===== src/urmc_pkg.sv =====
/*
  Shared constants and types of the redriver mode control block.
  Assumes a single 25 MHz clock and a synchronous active-high reset.
*/
package urmc_pkg;

  // Clock rate and derived cycle counts
  localparam int CLK_MHZ        = 25;
  localparam int STRAP_DELAY_US = 1;
  localparam int STRAP_CYC      = STRAP_DELAY_US * CLK_MHZ;
  localparam int READY_MAX_US   = 500;
  localparam int READY_MAX_CYC  = READY_MAX_US * CLK_MHZ;
  localparam int CHIRP_MIN_US   = 18;
  localparam int CHIRP_MAX_US   = 128;
  localparam int CHIRP_MIN_CYC  = CHIRP_MIN_US * CLK_MHZ;
  localparam int CHIRP_MAX_CYC  = CHIRP_MAX_US * CLK_MHZ;

  // Serial target address
  localparam logic [6:0] TARGET_ADDR = 7'h2c;

  // Register offsets
  localparam logic [7:0] OFS_EDGE   = 8'h01;
  localparam logic [7:0] OFS_MODE   = 8'h03;
  localparam logic [7:0] OFS_STATIC = 8'h0e;
  localparam logic [7:0] OFS_RXEQ   = 8'h25;

  // Field positions and reset values
  localparam int         EDGE_LSB   = 4;
  localparam int         CFG_BIT    = 0;
  localparam logic [7:0] MODE_RESET = 8'h01;

  // Strap level to code tables, index is boost level 0..3
  localparam logic [15:0] EDGE_CODES   = 16'ha630;
  localparam logic [15:0] STATIC_CODES = 16'h6220;
  localparam logic [7:0]  RXEQ_LOW     = 8'h00;
  localparam logic [7:0]  RXEQ_MID     = 8'h33;
  localparam logic [7:0]  RXEQ_HIGH    = 8'h66;

  // USB line states from the analog receivers
  localparam logic [1:0] LINE_SE0 = 2'h0;
  localparam logic [1:0] LINE_J   = 2'h1;
  localparam logic [1:0] LINE_K   = 2'h2;

  // Synchroniser bit positions and reset value
  localparam int          SI_EN    = 0;
  localparam int          SI_SCL   = 1;
  localparam int          SI_SDA   = 2;
  localparam int          SI_CHG   = 3;
  localparam int          SI_RXH   = 4;
  localparam int          SI_RXL   = 5;
  localparam int          SI_BST   = 6;
  localparam int          SI_LINE  = 9;
  localparam int          SI_FIX   = 11;
  localparam int          SI_DISC  = 12;
  localparam int          SI_W     = 13;
  localparam logic [12:0] SI_RESET = 13'h000f;

  typedef enum logic [2:0] {
    MD_SHUTDOWN = 3'b000,
    MD_STRAP    = 3'b001,
    MD_UNCONN   = 3'b010,
    MD_LOW      = 3'b011,
    MD_FULL     = 3'b100,
    MD_HIGH     = 3'b101,
    MD_EYETEST  = 3'b110,
    MD_HOLD     = 3'b111
  } urmc_mode_t;

  typedef enum logic [2:0] {
    IS_IDLE  = 3'b000,
    IS_ADDR  = 3'b001,
    IS_ACKA  = 3'b010,
    IS_WDATA = 3'b011,
    IS_ACKW  = 3'b100,
    IS_RDATA = 3'b101,
    IS_ACKR  = 3'b110
  } urmc_i2c_t;

endpackage


===== src/urmc_cfg_if.sv =====
/*
  Link between the serial target and the control core.
  Assumes both ends run on the same clock; bus lines arrive synchronised.
*/
`timescale 1ns/1ps
interface urmc_cfg_if;
  logic       enable;
  logic       scl;
  logic       sda;
  logic       sda_low;
  logic       wr_stb;
  logic [7:0] addr;
  logic [7:0] wdata;
  logic [7:0] rdata;

  modport target (input enable, scl, sda, rdata, output sda_low, wr_stb, addr, wdata);
  modport core   (output enable, scl, sda, rdata, input sda_low, wr_stb, addr, wdata);
endinterface


===== src/urmc_i2c_target.sv =====
/*
  Standard-mode serial target: pointer byte, then data writes or reads.
  Assumes scl and sda are already synchronised to the clock.
*/
`timescale 1ns/1ps
module urmc_i2c_target (
  input  wire logic clock,
  input  wire logic srst,
  urmc_cfg_if.target bus
);

  typedef struct packed {
    urmc_pkg::urmc_i2c_t st;
    logic [3:0]          cnt;
    logic [7:0]          sh;
    logic [7:0]          ptr;
    logic                first;
    logic                rw;
    logic                nack;
    logic                sda_lo;
    logic                scl_d;
    logic                sda_d;
    logic                wr;
    logic [7:0]          wd;
  } urmc_i2c_state_t;

  urmc_i2c_state_t s_reg;
  urmc_i2c_state_t s_next;
  logic            rise;
  logic            fall;
  logic            start;
  logic            stop;

  assign rise  = bus.scl & ~s_reg.scl_d;
  assign fall  = ~bus.scl & s_reg.scl_d;
  assign start = bus.scl & s_reg.scl_d & s_reg.sda_d & ~bus.sda;
  assign stop  = bus.scl & s_reg.scl_d & ~s_reg.sda_d & bus.sda;

  always_comb
  begin
    s_next       = s_reg;
    s_next.scl_d = bus.scl;
    s_next.sda_d = bus.sda;
    s_next.wr    = 1'b0;
    if (!bus.enable)
    begin
      s_next.st     = urmc_pkg::IS_IDLE;
      s_next.sda_lo = 1'b0;
    end
    else if (start)
    begin
      s_next.st     = urmc_pkg::IS_ADDR;
      s_next.cnt    = 4'h0;
      s_next.sda_lo = 1'b0;
    end
    else if (stop)
    begin
      s_next.st     = urmc_pkg::IS_IDLE;
      s_next.sda_lo = 1'b0;
    end
    else
    begin
      case (s_reg.st)
        urmc_pkg::IS_ADDR, urmc_pkg::IS_WDATA:
        begin
          if (rise)
          begin
            s_next.sh  = {s_reg.sh[6:0], bus.sda};
            s_next.cnt = s_reg.cnt + 4'h1;
          end
          else if (fall && s_reg.cnt == 4'h8)
          begin
            s_next.sda_lo = 1'b1;
            if (s_reg.st == urmc_pkg::IS_ADDR)
            begin
              if (s_reg.sh[7:1] == urmc_pkg::TARGET_ADDR)
              begin
                s_next.rw    = s_reg.sh[0];
                s_next.first = 1'b1;
                s_next.st    = urmc_pkg::IS_ACKA;
              end
              else
              begin
                s_next.sda_lo = 1'b0;
                s_next.st     = urmc_pkg::IS_IDLE;
              end
            end
            else
            begin
              s_next.st = urmc_pkg::IS_ACKW;
              if (s_reg.first)
              begin
                s_next.ptr   = s_reg.sh;
                s_next.first = 1'b0;
              end
              else
              begin
                s_next.wr = 1'b1;
                s_next.wd = s_reg.sh;
              end
            end
          end
        end
        urmc_pkg::IS_ACKA, urmc_pkg::IS_ACKW:
        begin
          if (fall)
          begin
            s_next.cnt = 4'h0;
            if (s_reg.st == urmc_pkg::IS_ACKA && s_reg.rw)
            begin
              s_next.sh     = bus.rdata;
              s_next.sda_lo = ~bus.rdata[7];
              s_next.st     = urmc_pkg::IS_RDATA;
            end
            else
            begin
              s_next.sda_lo = 1'b0;
              s_next.st     = urmc_pkg::IS_WDATA;
            end
          end
        end
        urmc_pkg::IS_RDATA:
        begin
          if (rise)
            s_next.cnt = s_reg.cnt + 4'h1;
          else if (fall && s_reg.cnt == 4'h8)
          begin
            s_next.sda_lo = 1'b0;
            s_next.st     = urmc_pkg::IS_ACKR;
          end
          else if (fall)
          begin
            s_next.sh     = {s_reg.sh[6:0], 1'b0};
            s_next.sda_lo = ~s_reg.sh[6];
          end
        end
        urmc_pkg::IS_ACKR:
        begin
          if (rise)
            s_next.nack = bus.sda;
          else if (fall && s_reg.nack)
            s_next.st = urmc_pkg::IS_IDLE;
          else if (fall)
          begin
            s_next.cnt    = 4'h0;
            s_next.sh     = bus.rdata;
            s_next.sda_lo = ~bus.rdata[7];
            s_next.st     = urmc_pkg::IS_RDATA;
          end
        end
        default:
          s_next.sda_lo = 1'b0;
      endcase
    end
  end

  always_ff @(posedge clock)
  begin
    if (srst)
    begin
      s_reg       <= '0;
      s_reg.scl_d <= 1'b1;
      s_reg.sda_d <= 1'b1;
    end
    else
      s_reg <= s_next;
  end

  assign bus.sda_low = s_reg.sda_lo;
  assign bus.wr_stb  = s_reg.wr;
  assign bus.addr    = s_reg.ptr;
  assign bus.wdata   = s_reg.wd;

endmodule


===== src/urmc_mode_control.sv =====
/*
  Mode control and status of a high-speed USB signal conditioner.
  Assumes analog front-end comparators deliver line state, strap levels
  and fixture or disconnect events; all pins are synchronised here.
*/
`timescale 1ns/1ps

// Function
// - Low speed: compensation off, attach high
// - Full speed: compensation off, attach high
// - High speed: compensation on, both flags high
// - Test fixture: eye test, attach low
// - Enable pulse during high speed: eye test
// - Enable low: shutdown, flags low, no compensation
// - Four boost levels, pin or register
// - Decode boost pulldown into four levels
// - Three-level equalization select, floating is middle
// - Serial target only if both lines high
// - Registers reached at target address 0x2C
// - Charging controller always on, pin picks mode
// - Unconnected port select means charging host
// - Ready within 500 us after enable release
// - Mode bit 0: configuration hold, resets 1
// - Edge gain loads from boost pin codes
// - High speed after valid chirp pair
// - Attach on pull-up, detach on disconnect
module urmc_mode_control (
  input  wire logic       clock,
  input  wire logic       srst,
  input  wire logic       device_enable_n,
  input  wire logic [2:0] boost_sense,
  input  wire logic       rx_eq_sense_high,
  input  wire logic       rx_eq_sense_low,
  input  wire logic       charge_port_type_select,
  input  wire logic [1:0] usb_line_state,
  input  wire logic       fixture_detect,
  input  wire logic       disconnect_detect,
  input  wire logic       scl_in,
  output logic            scl_out,
  output logic            scl_oe,
  input  wire logic       sda_in,
  output logic            sda_out,
  output logic            sda_oe,
  output logic            receive_equalization_select_out,
  output logic            receive_equalization_select_oe,
  output logic            attach_detect_flag,
  output logic            high_speed_active_flag,
  output logic            compensation_enable,
  output logic [3:0]      edge_gain,
  output logic [3:0]      static_gain,
  output logic [7:0]      rx_eq_gain,
  output logic            charging_host_port_mode,
  output logic            dedicated_charge_mode,
  output logic            serial_mode
);

  typedef struct packed {
    logic [12:0]          sync1;
    logic [12:0]          sync2;
    urmc_pkg::urmc_mode_t mode;
    logic [11:0]          cnt;
    logic [1:0]           chirp;
    logic                 hs_before_off;
    logic                 i2c_mode;
    logic [7:0]           edge_reg;
    logic [7:0]           mode_reg;
    logic [7:0]           static_reg;
    logic [7:0]           rxeq_reg;
    logic                 cd;
    logic                 hs;
    logic                 comp;
  } urmc_core_state_t;

  urmc_core_state_t s_reg;
  urmc_core_state_t s_next;
  urmc_cfg_if       cfg ();
  logic             en_n;
  logic [1:0]       line;
  logic [1:0]       blvl;
  logic             chirp_ok;
  logic [7:0]       rd_mux;

  // Thermometer of three comparators to boost level
  function automatic logic [1:0] boost_level(input logic [2:0] t);
    if (t[2])
      boost_level = 2'h3;
    else if (t[1])
      boost_level = 2'h2;
    else if (t[0])
      boost_level = 2'h1;
    else
      boost_level = 2'h0;
  endfunction

  // Picks one nibble of a code table by level
  function automatic logic [3:0] pick_code(input logic [15:0] tbl, input logic [1:0] lv);
    pick_code = tbl[{lv, 2'b00} +: 4];
  endfunction

  function automatic logic is_connected(input urmc_pkg::urmc_mode_t m);
    is_connected = (m == urmc_pkg::MD_LOW) || (m == urmc_pkg::MD_FULL)
                   || (m == urmc_pkg::MD_HIGH);
  endfunction

  function automatic logic fixture_hit();
    fixture_hit = s_reg.sync2[urmc_pkg::SI_FIX];
  endfunction

  assign en_n     = s_reg.sync2[urmc_pkg::SI_EN];
  assign line     = s_reg.sync2[urmc_pkg::SI_LINE +: 2];
  assign blvl     = boost_level(s_reg.sync2[urmc_pkg::SI_BST +: 3]);
  assign chirp_ok = (s_reg.cnt >= 12'(urmc_pkg::CHIRP_MIN_CYC))
                    && (s_reg.cnt <= 12'(urmc_pkg::CHIRP_MAX_CYC));

  // Read decode; unlisted offsets read zero
  always_comb
  begin
    case (cfg.addr)
      urmc_pkg::OFS_EDGE:   rd_mux = s_reg.edge_reg;
      urmc_pkg::OFS_MODE:   rd_mux = s_reg.mode_reg;
      urmc_pkg::OFS_STATIC: rd_mux = s_reg.static_reg;
      urmc_pkg::OFS_RXEQ:   rd_mux = s_reg.rxeq_reg;
      default:              rd_mux = 8'h00;
    endcase
  end

  assign cfg.enable = s_reg.i2c_mode && (s_reg.mode != urmc_pkg::MD_SHUTDOWN)
                      && (s_reg.mode != urmc_pkg::MD_STRAP);
  assign cfg.scl    = s_reg.sync2[urmc_pkg::SI_SCL];
  assign cfg.sda    = s_reg.sync2[urmc_pkg::SI_SDA];
  assign cfg.rdata  = rd_mux;

  urmc_i2c_target u_target (
    .clock (clock),
    .srst  (srst),
    .bus   (cfg)
  );

  always_comb
  begin
    s_next       = s_reg;
    s_next.sync1 = {disconnect_detect, fixture_detect, usb_line_state, boost_sense,
                    rx_eq_sense_low, rx_eq_sense_high, charge_port_type_select,
                    sda_in, scl_in, device_enable_n};
    s_next.sync2 = s_reg.sync1;

    // Register writes only in serial mode, listed offsets only
    if (cfg.wr_stb && s_reg.i2c_mode)
    begin
      case (cfg.addr)
        urmc_pkg::OFS_EDGE:   s_next.edge_reg = cfg.wdata;
        urmc_pkg::OFS_MODE:   s_next.mode_reg = cfg.wdata;
        urmc_pkg::OFS_STATIC: s_next.static_reg = cfg.wdata;
        urmc_pkg::OFS_RXEQ:   s_next.rxeq_reg = cfg.wdata;
        default:              s_next.cnt = s_reg.cnt;
      endcase
    end

    if (en_n)
    begin
      s_next.mode = urmc_pkg::MD_SHUTDOWN;
      s_next.cnt  = 12'h000;
    end
    else
    begin
      case (s_reg.mode)
        urmc_pkg::MD_SHUTDOWN:
        begin
          s_next.mode = urmc_pkg::MD_STRAP;
          s_next.cnt  = 12'h000;
        end
        urmc_pkg::MD_STRAP:
        begin
          s_next.cnt = s_reg.cnt + 12'h001;
          if (s_reg.cnt >= 12'(urmc_pkg::STRAP_CYC - 1))
          begin
            s_next.i2c_mode = s_reg.sync2[urmc_pkg::SI_SCL]
                              && s_reg.sync2[urmc_pkg::SI_SDA];
            s_next.edge_reg = {pick_code(urmc_pkg::EDGE_CODES, blvl), 4'h0};
            s_next.static_reg = {4'h0, pick_code(urmc_pkg::STATIC_CODES, blvl)};
            s_next.mode_reg = urmc_pkg::MODE_RESET;
            if (s_reg.sync2[urmc_pkg::SI_RXH])
              s_next.rxeq_reg = urmc_pkg::RXEQ_HIGH;
            else if (s_reg.sync2[urmc_pkg::SI_RXL])
              s_next.rxeq_reg = urmc_pkg::RXEQ_LOW;
            else
              s_next.rxeq_reg = urmc_pkg::RXEQ_MID;
            if (s_reg.hs_before_off)
              s_next.mode = urmc_pkg::MD_EYETEST;
            else
              s_next.mode = urmc_pkg::MD_UNCONN;
          end
        end
        urmc_pkg::MD_HOLD:
        begin
          if (!s_reg.mode_reg[urmc_pkg::CFG_BIT])
            s_next.mode = urmc_pkg::MD_UNCONN;
        end
        urmc_pkg::MD_UNCONN:
        begin
          s_next.hs_before_off = 1'b0;
          s_next.chirp         = 2'h0;
          if (fixture_hit())
            s_next.mode = urmc_pkg::MD_EYETEST;
          else if (line == urmc_pkg::LINE_J)
            s_next.mode = urmc_pkg::MD_FULL;
          else if (line == urmc_pkg::LINE_K)
            s_next.mode = urmc_pkg::MD_LOW;
        end
        urmc_pkg::MD_LOW, urmc_pkg::MD_FULL:
        begin
          if (s_reg.cnt != 12'hfff)
            s_next.cnt = s_reg.cnt + 12'h001;
          case (s_reg.chirp)
            2'h0:
              if (line == urmc_pkg::LINE_SE0)
                s_next.chirp = 2'h1;
            2'h1:
            begin
              s_next.cnt = 12'h000;
              if (line == urmc_pkg::LINE_J)
                s_next.chirp = 2'h2;
            end
            2'h2:
              if (line != urmc_pkg::LINE_J)
              begin
                s_next.cnt   = 12'h000;
                s_next.chirp = (chirp_ok && line == urmc_pkg::LINE_K) ? 2'h3 : 2'h0;
              end
            default:
              if (line != urmc_pkg::LINE_K)
              begin
                s_next.chirp = 2'h0;
                if (chirp_ok)
                  s_next.mode = urmc_pkg::MD_HIGH;
              end
          endcase
          if (s_reg.sync2[urmc_pkg::SI_DISC])
            s_next.mode = urmc_pkg::MD_UNCONN;
        end
        urmc_pkg::MD_HIGH:
        begin
          s_next.hs_before_off = 1'b1;
          if (s_reg.sync2[urmc_pkg::SI_DISC])
            s_next.mode = urmc_pkg::MD_UNCONN;
        end
        urmc_pkg::MD_EYETEST:
        begin
          if (s_reg.sync2[urmc_pkg::SI_DISC])
            s_next.mode = urmc_pkg::MD_UNCONN;
        end
        default:
          s_next.mode = urmc_pkg::MD_SHUTDOWN;
      endcase

      // Hold bit halts the mode machine in serial mode
      if (s_reg.i2c_mode && s_next.mode_reg[urmc_pkg::CFG_BIT]
          && s_reg.mode != urmc_pkg::MD_STRAP)
        s_next.mode = urmc_pkg::MD_HOLD;
    end

    // Status and compensation from the next mode
    s_next.cd   = is_connected(s_next.mode);
    s_next.hs   = (s_next.mode == urmc_pkg::MD_HIGH)
                  || (s_next.mode == urmc_pkg::MD_EYETEST);
    s_next.comp = s_next.hs;
  end

  always_ff @(posedge clock)
  begin
    if (srst)
    begin
      s_reg          <= '0;
      s_reg.sync1    <= urmc_pkg::SI_RESET;
      s_reg.sync2    <= urmc_pkg::SI_RESET;
      s_reg.mode_reg <= urmc_pkg::MODE_RESET;
    end
    else
      s_reg <= s_next;
  end

  // Pins double as straps until the mode machine leaves MD_STRAP
  assign attach_detect_flag              = s_reg.cd;
  assign high_speed_active_flag          = s_reg.hs;
  assign compensation_enable             = s_reg.comp;
  assign edge_gain                       = s_reg.edge_reg[urmc_pkg::EDGE_LSB +: 4];
  assign static_gain                     = s_reg.static_reg[3:0];
  assign rx_eq_gain                      = s_reg.rxeq_reg;
  assign scl_out                         = s_reg.cd;
  assign scl_oe                          = !s_reg.i2c_mode
                                           && s_reg.mode != urmc_pkg::MD_SHUTDOWN
                                           && s_reg.mode != urmc_pkg::MD_STRAP;
  assign receive_equalization_select_out = s_reg.hs;
  assign receive_equalization_select_oe  = scl_oe;
  assign sda_out                         = 1'b0;
  assign sda_oe                          = cfg.sda_low;
  assign charging_host_port_mode         = s_reg.sync2[urmc_pkg::SI_CHG];
  assign dedicated_charge_mode           = !s_reg.sync2[urmc_pkg::SI_CHG];
  assign serial_mode                     = s_reg.i2c_mode;

endmodule


===== config.mk =====
export PLATFORM = sky130hd
export DESIGN_NAME = urmc_mode_control
export DESIGN_NICKNAME = d
export VERILOG_FILES = /design/src/urmc_pkg.sv /design/src/urmc_cfg_if.sv /design/src/urmc_i2c_target.sv /design/src/urmc_mode_control.sv
export SDC_FILE = /design/constraint.sdc
export NUM_CORES = 1
export LEC_CHECK = 0
export BUFFER_PORTS_ARGS = -buffer_cell sky130_fd_sc_hd__buf_2
export CORE_ASPECT_RATIO = 0.9
export CORE_MARGIN = 10
export CORE_UTILIZATION = 52
export DETAILED_ROUTE_END_ITERATION = 16
export GPL_ROUTABILITY_DRIVEN = 0
export HOLD_SLACK_MARGIN = 0.06
export PLACE_DENSITY = 0.82
export SLEW_MARGIN = 20
export SYNTH_ARGS = -nofsm -noshare
export SYNTH_HDL_FRONTEND = slang
export SYNTH_SLANG_ARGS = --single-unit

===== constraint.sdc =====
create_clock -name clock -period 7.22 [get_ports clock]
set_clock_uncertainty 0.15 [all_clocks]
set_input_delay 1.444 -clock clock [delete_from_list [all_inputs] [get_ports clock]]
set_output_delay 1.444 -clock clock [all_outputs]
set_load 0.01 [all_outputs]

==> out/qor.yml, run 1 <==
status: "completed"
synth_seq_cells: 117
cts.sinks: 117
synthTopCellsByArea: "dfxtp_1, mux2i_1, nor2_1"
rsz0062_at_grt: "false"
crit_required_ns: 5.63
syn_inst: 718
ios: 43
finalHoldViolations: 0
die_h_microns: 121.5
yosysSeqAreaShare: 0.3936
die_w_microns: 132.8
numCtsBuffers: 17
cap_violations: 0
cp-start-kind: "flop"
clock_tree.root_cell: "clkbuf_16"
synth_nets: 741
fp.coreArea_sq_mm: 0.01099
yosys.area.top_type_share: 0.3936
grt_pass1_vias: 5058
drtAntennaViolNets: 0
ys_async_sr_fraction: 0
fillerInstances: 968
clock_path_buffers: 2
tightestPinTransition_ns: 0.9701
endpoint_kind: "output pin"
drive_above_1_share: 0.1296
multiInputGateArea_sq_mm: 0.003216
antenna_found_initial: 0
syn_area_per_cell_sq_um: 8.288
initial_core_util: 0.5414
cts_tree: "yes"
slew_headroom: 0.3473
ys_types: 68
yosys_warnings: 0
drtIter0Drc: 628
postCtsSetupBuffers: 0
grt_pass1_wl_microns: 25060
h-tree-depth: 4
vias: 5415
cellLeakagePower_nw: 2.389
nets: 744
clk_pin_slew_worst_paths_ns: 0.06
drcViolationCount: 0
hp-class: "reg2reg"
path_cells: "nor2_1 > nor2_1 > buf_2"
place_area_sq_mm: 0.006058
seqCellArea_sq_mm: 0.002342
finalMaxSlewViolations: 0
syn2layout_area_growth_pct: 10.93
die_area_sq_mm: 0.01613
cts_resized: 0
period_needed_ns: 3.169
path_class: "reg2out"
post-route-util: 0.6006
period_share: 0.4389
hpwl_microns: 10820
power_density_mw_per_mm2: 221.7
timing.fmax_mhz: 315.6
r2r_cells: 6
grtUsageTotal: 0.1880
holdPathStages: 1
path_common_cell: "nor2_1"
ir_worst_vdd_mv: 0.1892
wl_per_cell_microns: 17.34
largest_reg_flops: 41
setup_viol: 0
synth_enable_flop_cells: 0
dr.pass1.iters: 6
diodes: 0
clk_latency_ns: 0.41
dp.cells: 854
row_count: 36
crit_path_max_incr_delay_ns: 0.69
totalWireLength_microns: 15340
ctsHoldBuffers: 0
design_area_sq_mm: 0.006601
arrival_ns: 1.57
viasPerCell: 6.119
fin_tns_setup_ns: 0
path_max_fanout: 19
instances_no_fill: 885
netlist_area_sq_mm: 0.005951
grt_overflow: 0
synth_top_area_cell: "dfxtp_1"
port_buffers: 41
cpMaxStageDelayCell: "dfxtp_1"
grt_max_degree: 78
yosys_most_used_dff: "dfxtp_1"
## through the flow
stage / setup slack (ns) / power (mW) / hold slack [ns]
after global routing: 3.844 / 1.505 / 0.2709
final: 4.052 / 1.464 / 0.2544
after global placement: 4.008 / 0.7028 / 0.2453
after floorplan: 4.365 / 0.6945 / 0.2395
after CTS: 4.057 / 1.471 / 0.2554
after detailed placement: 3.965 / 0.7046 / 0.2433
## metal layers
metal  routed length (microns)  GRT usage  vias up
li1                          -          -     2573
met3                      1385    0.06043       43
met5                         0          0        -
met2                      6818     0.2856      279
met4                       310    0.06731        0
met1                      6830     0.2452     2520
## placed cells by master, fill, tap and decap left out, types with 10 or more instances in the layout
cell / netlist / routed
a21oi_1: 51 / 51
nor2b_1: 28 / 28
a211oi_1: 11 / 11
or2_2: 16 / 16
mux2i_1: 34 / 34
nor3_1: 16 / 16
o21ai_0: 23 / 23
nor2_1: 78 / 78
inv_1: 24 / 24
a31oi_1: 11 / 11
nand3_1: 17 / 17
dfxtp_1: 117 / 117
buf_2: 1 / 41
nand3b_1: 10 / 10
nand2b_1: 19 / 19
clkbuf_16: 0 / 17
nand2_1: 60 / 60
## report_power, final
| part | total, mW | leakage, nW | internal [mW] | switching [mW] |
|---|---|---|---|---|
| combinational | 0.0318 | 1.18 | 0.0128 | 0.0190 |
| clock | 0.772 | 0.264 | 0.484 | 0.289 |
| sequential | 0.660 | 0.948 | 0.654 | 0.00593 |
| total | 1.46 | 2.39 | 1.15 | 0.313 |
## synthesized netlist by cell type, drive strengths merged (10+ instances only)
library cell / instances
dfxtp: 117
nor2: 78
nand2: 60
a21oi: 51
clkbuf: 34
mux2i: 34
nor2b: 28
buf: 25
o21ai: 25
inv: 24
nand2b: 19
nand3: 17
nor3: 16
or2: 16
a211oi: 11
a31oi: 11
nor4: 11
nand3b: 10
## worst max-delay path, delay by kind of cell (launching register included)
kind	cells	cell delay, ns
buf+inv	1	0.16
flops	1	0.69
simple gates	2	0.32
## worst paths after layout
kind               startpoint                 end  slack (ns)
hold / removal     s_next[55]             cfg.scl        0.25
setup / recovery    s_reg[53]              scl_oe        4.05
setup reg to reg  serial_mode  attach_detect_flag        4.06
hold reg to reg    s_next[55]             cfg.scl        0.25
## final cells by class
type | instances | share of cell area
well taps | 152 | 0.02881
clock inverters | 10 | 0.01251
repair buffers | 43 | 0.03336
multi-input cells | 518 | 0.4871
flip-flops and latches | 117 | 0.3548
inverters | 24 | 0.01365
clock buffers | 21 | 0.06975
## kinds of logic (layout without fill, tap and decap cells)
family                     count (synthesis)  after routing  share of synthesized area
DFF                                      117            117                     0.3936
xor gates and xnor gates                   3              3                   0.004416
and+or+nand+nor                          293            293                     0.2563
adders and majority gates                  8              8                    0.01682
buffers and inverters                     83             98                    0.06707
AOI/OAI and AO/OA                        179            179                     0.2040
other                                      1              1                  0.0006302
muxes                                     34             34                    0.05719
(Power assumes the default switching activity.)
==> run 2, diff against run 1 <==
--- a/config.mk
+++ b/config.mk
@@ -5,6 +5,7 @@
 export SDC_FILE = /design/constraint.sdc
 export NUM_CORES = 1
 export LEC_CHECK = 0
+export ABC_AREA = 1
 export BUFFER_PORTS_ARGS = -buffer_cell sky130_fd_sc_hd__buf_2
 export CORE_ASPECT_RATIO = 0.9
 export CORE_MARGIN = 10
==> constraint.sdc (replaced) <==
create_clock -name clock -period 3.3 [get_ports clock]
set_clock_uncertainty 0.15 [all_clocks]
set_input_delay 0.66 -clock clock [delete_from_list [all_inputs] [get_ports clock]]
set_output_delay 0.66 -clock clock [all_outputs]
set_load 0.01 [all_outputs]
==> out/qor.yml, run 2 <==
status: "completed"  # unchanged
rsz0062_at_grt: "false"  # unchanged
power_density_mw_per_mm2: 516.9  # was 221.7 mW/mm^2
synth_seq_cells: 117  # unchanged
comb_power_share: 0.023  # was 0.022
hpwl_microns: 10640  # was 10820 microns
synth_nets: 887  # was 741
clk_pin_slew_worst_paths_ns: 0.06  # about the same
drtAntennaViolNets: 0  # unchanged
reg2reg_from: "s_reg[53]"  # was serial_mode
period_needed_ns: 2.348
grt_overflow: 0  # unchanged
cts_tree: "yes"  # unchanged
final_cell_mix: "nand2_1, inv_1, dfxtp_1"  # was dfxtp_1, nor2_1, nand2_1
holdPathStages: 2  # was 1
cp-startpoint: "s_reg[53]"  # unchanged
arrival_ns: 2.52  # was 1.57 ns
vias: 5710  # was 5415
crit_buf_inv: 3  # was 1
largest_reg_flops: 41  # unchanged
path_class: "reg2reg"  # was reg2out
diodes: 0  # unchanged
switching_share: 0.2093  # was 0.2142
yosys_most_used_dff: "dfxtp_1"  # unchanged
wl_per_cell_microns: 14.56  # was 17.34 microns
viasPerCell: 5.417  # was 6.119
die_area_sq_mm: 0.01608  # was 0.01613 sq mm
path_max_fanout: 17  # was 19
timing.hold.ws_ns: 0.2494  # was 0.2544 ns
grtUsageTotal: 0.1914  # was 0.1880
syn_inst: 864  # was 718
finalMaxSlewViolations: 0  # unchanged
syn2layout_area_growth_pct: 13.69  # was 10.93%
slew_headroom: 0.5143  # was 0.3473
synthTopCellsByArea: "dfxtp_1, nand2_1, inv_1"  # was dfxtp_1, mux2i_1, nor2_1
grt_pass1_vias: 5336  # was 5058
synth-adder-area-share: 0.01688  # was 0.01682
cp-start-kind: "flop"  # unchanged
antenna_found_initial: 0  # unchanged
cts.sinks: 117  # unchanged
synth_enable_flop_cells: 0  # unchanged
cap_violations: 0  # unchanged
fin_tns_setup_ns: 0  # unchanged
clock_path_buffers: 2  # unchanged
grt_pass1_wl_microns: 25740  # was 25060 microns
nets: 912  # was 744
ctsHoldBuffers: 0  # unchanged
switching_power_mw: 0.7294  # was 0.3135 mW
synth_top_area_cell: "dfxtp_1"  # unchanged
yosysMostFrequentCell: "nand2_1"  # was dfxtp_1
path_common_cell: "nand2_1"  # was nor2_1
cpMaxStageDelayCell: "dfxtp_1"  # unchanged
yosys_warnings: 0  # unchanged
crit_required_ns: 3.47  # was 5.63 ns
ys_async_sr_fraction: 0  # unchanged
fillerInstances: 983  # was 968
endpoint_kind: "flop"  # was output pin
yosysSeqAreaShare: 0.3949  # was 0.3936
fp.coreArea_sq_mm: 0.01099  # unchanged
drtIter0Drc: 782  # was 628
row_count: 36  # unchanged
netlist_area_sq_mm: 0.005931  # was 0.005951 sq mm
hp-start: "s_next[63]"  # was s_next[55]
layout_commonest_cell: "nand2_1"  # was dfxtp_1
synth_compound_area_frac: 0.1605  # was 0.2040
ios: 43  # unchanged
yosys.area.top_type_share: 0.3949  # was 0.3936
path_delay_family: "simple AND/OR/NAND/NOR gates"  # was flip-flops
seqPwrFrac: 0.412  # was 0.451
totalWireLength_microns: 15350  # was 15340 microns
crit_path_max_incr_delay_ns: 0.36  # was 0.69 ns
netlist_top_cells_count: "nand2_1, inv_1, dfxtp_1"  # was dfxtp_1, nor2_1, nand2_1
pwr-share-clk: 0.565  # was 0.528
numCtsBuffers: 17  # unchanged
drive_above_1_share: 0.1408  # was 0.1296
cellLeakagePower_nw: 2.895  # was 2.389 nW
cts_resized: 0  # unchanged
synthSimpleGateAreaFrac: 0.2930  # was 0.2563
ys_types: 43  # was 68
clk_latency_ns: 0.42  # was 0.41 ns
r2r_end: "edge_gain[3]"  # was attach_detect_flag
synthMuxAreaShare: 0  # was 0.05719
regToRegSetupSlack_ns: 0.95  # was 4.06 ns
finalHoldViolations: 0  # unchanged
period_share: 0.7116
r2r_cells: 9  # was 6
p_int_mw: 2.756  # was 1.150 mW
drcViolationCount: 0  # unchanged
synth_xor_area_frac: 0.007384  # was 0.004415
synth_top_family_by_area: "simple AND/OR/NAND/NOR gates"  # unchanged
timing.fmax_mhz: 425.9
whs_endpoint: "line[0]"  # was cfg.scl
postCtsSetupBuffers: 0  # unchanged
tightestPinTransition_ns: 0.7259  # was 0.9701 ns
path_cells: "nor2_2 > inv_1 > nor2_1 > nand2_1 > nand2_1 > buf_4 > o21ai_0 > nand2_1 > inv_1"  # was nor2_1 > nor2_1 > buf_2
die_h_microns: 121.3  # was 121.5 microns
hp-class: "reg2reg"  # unchanged
syn_area_per_cell_sq_um: 6.864  # was 8.288 sq um
setup_viol: 0  # unchanged
die_w_microns: 132.6  # was 132.8 microns
clock_tree.root_cell: "clkbuf_16"  # unchanged
initial_core_util: 0.5396  # was 0.5414
port_buffers: 41  # unchanged
ir_worst_vdd_mv: 0.5332  # was 0.1892 mV
h-tree-depth: 4  # unchanged
grt_max_degree: 45  # was 78
dr.pass1.iters: 6  # unchanged
run 2: logic make-up after synthesis:
kind of cell | count (synthesis)
AOI/OAI and AO/OA | 173
xor gates and xnor gates | 5
adders and majority gates | 8
buffers and inverters | 173
DFF | 117
other | 1
and+or+nand+nor | 387
run 2: stage by stage:
step             util  setup slack [ns]  instance area [sq um]  total power [mW]  std cells
6_report       0.6135            0.9518                   6743             3.485       1054
5_1_grt        0.6135            0.7414                   6743             3.569       1054
4_1_cts        0.6135             1.014                   6743             3.489       1054
3_5_place_dp   0.5558             1.032                   6108             1.545       1022
3_3_place_gp   0.5558             1.107                   6108             1.543       1022
2_1_floorplan       -             1.487                   5931             1.520        864
run 2: worst reg2reg max path: cells and delay by family, from the launching register on:
| kind | cells | cell delay [ns] |
|---|---|---|
| buffers and inverters | 3 | 0.40 |
| and+or+nand+nor | 5 | 1.18 |
| AOI/OAI and AO/OA | 1 | 0.15 |
| DFF | 1 | 0.36 |
run 2: how the worst max path moves through the flow:
stage / endpoint / slack [ns] / cells past startpoint
finish: edge_gain[3] / 0.95 / 9
global route: edge_gain[3] / 0.74 / 10
CTS: edge_gain[3] / 1.01 / 10
detailed placement: edge_gain[3] / 1.03 / 9
global placement: edge_gain[3] / 1.11 / 10
floorplan: s_reg[40] / 1.49 / 13
run 2: layer usage:
metal | vias to the layer above | global-route usage | share of wire
li1 | 2817 | - | -
met4 | 0 | 0.06937 | 0.016
met2 | 283 | 0.3034 | 0.45
met5 | - | 0 | 0
met1 | 2574 | 0.2470 | 0.45
met3 | 36 | 0.04884 | 0.083
run 2: layout make-up:
cell class / count / area, sq um / area share
tap: 152 / 190.2 / 0.02821
sequential: 117 / 2342 / 0.3474
timing repair buffer: 45 / 235.2 / 0.03489
clock inverter: 12 / 177.7 / 0.02635
multi-input combinational: 574 / 2838 / 0.4209
inverter: 134 / 503.0 / 0.07460
clock buffer: 20 / 456.7 / 0.06773
run 2: power groups by stage:
stage	registers [mW]	clock network [mW]	logic [mW]
final	1.44	1.97	0.0794
after global routing	1.44	2.04	0.0895
after CTS	1.44	1.97	0.0788
after detailed placement	1.47	0	0.0776
after global placement	1.47	0	0.0766
after floorplan	1.47	0	0.0544
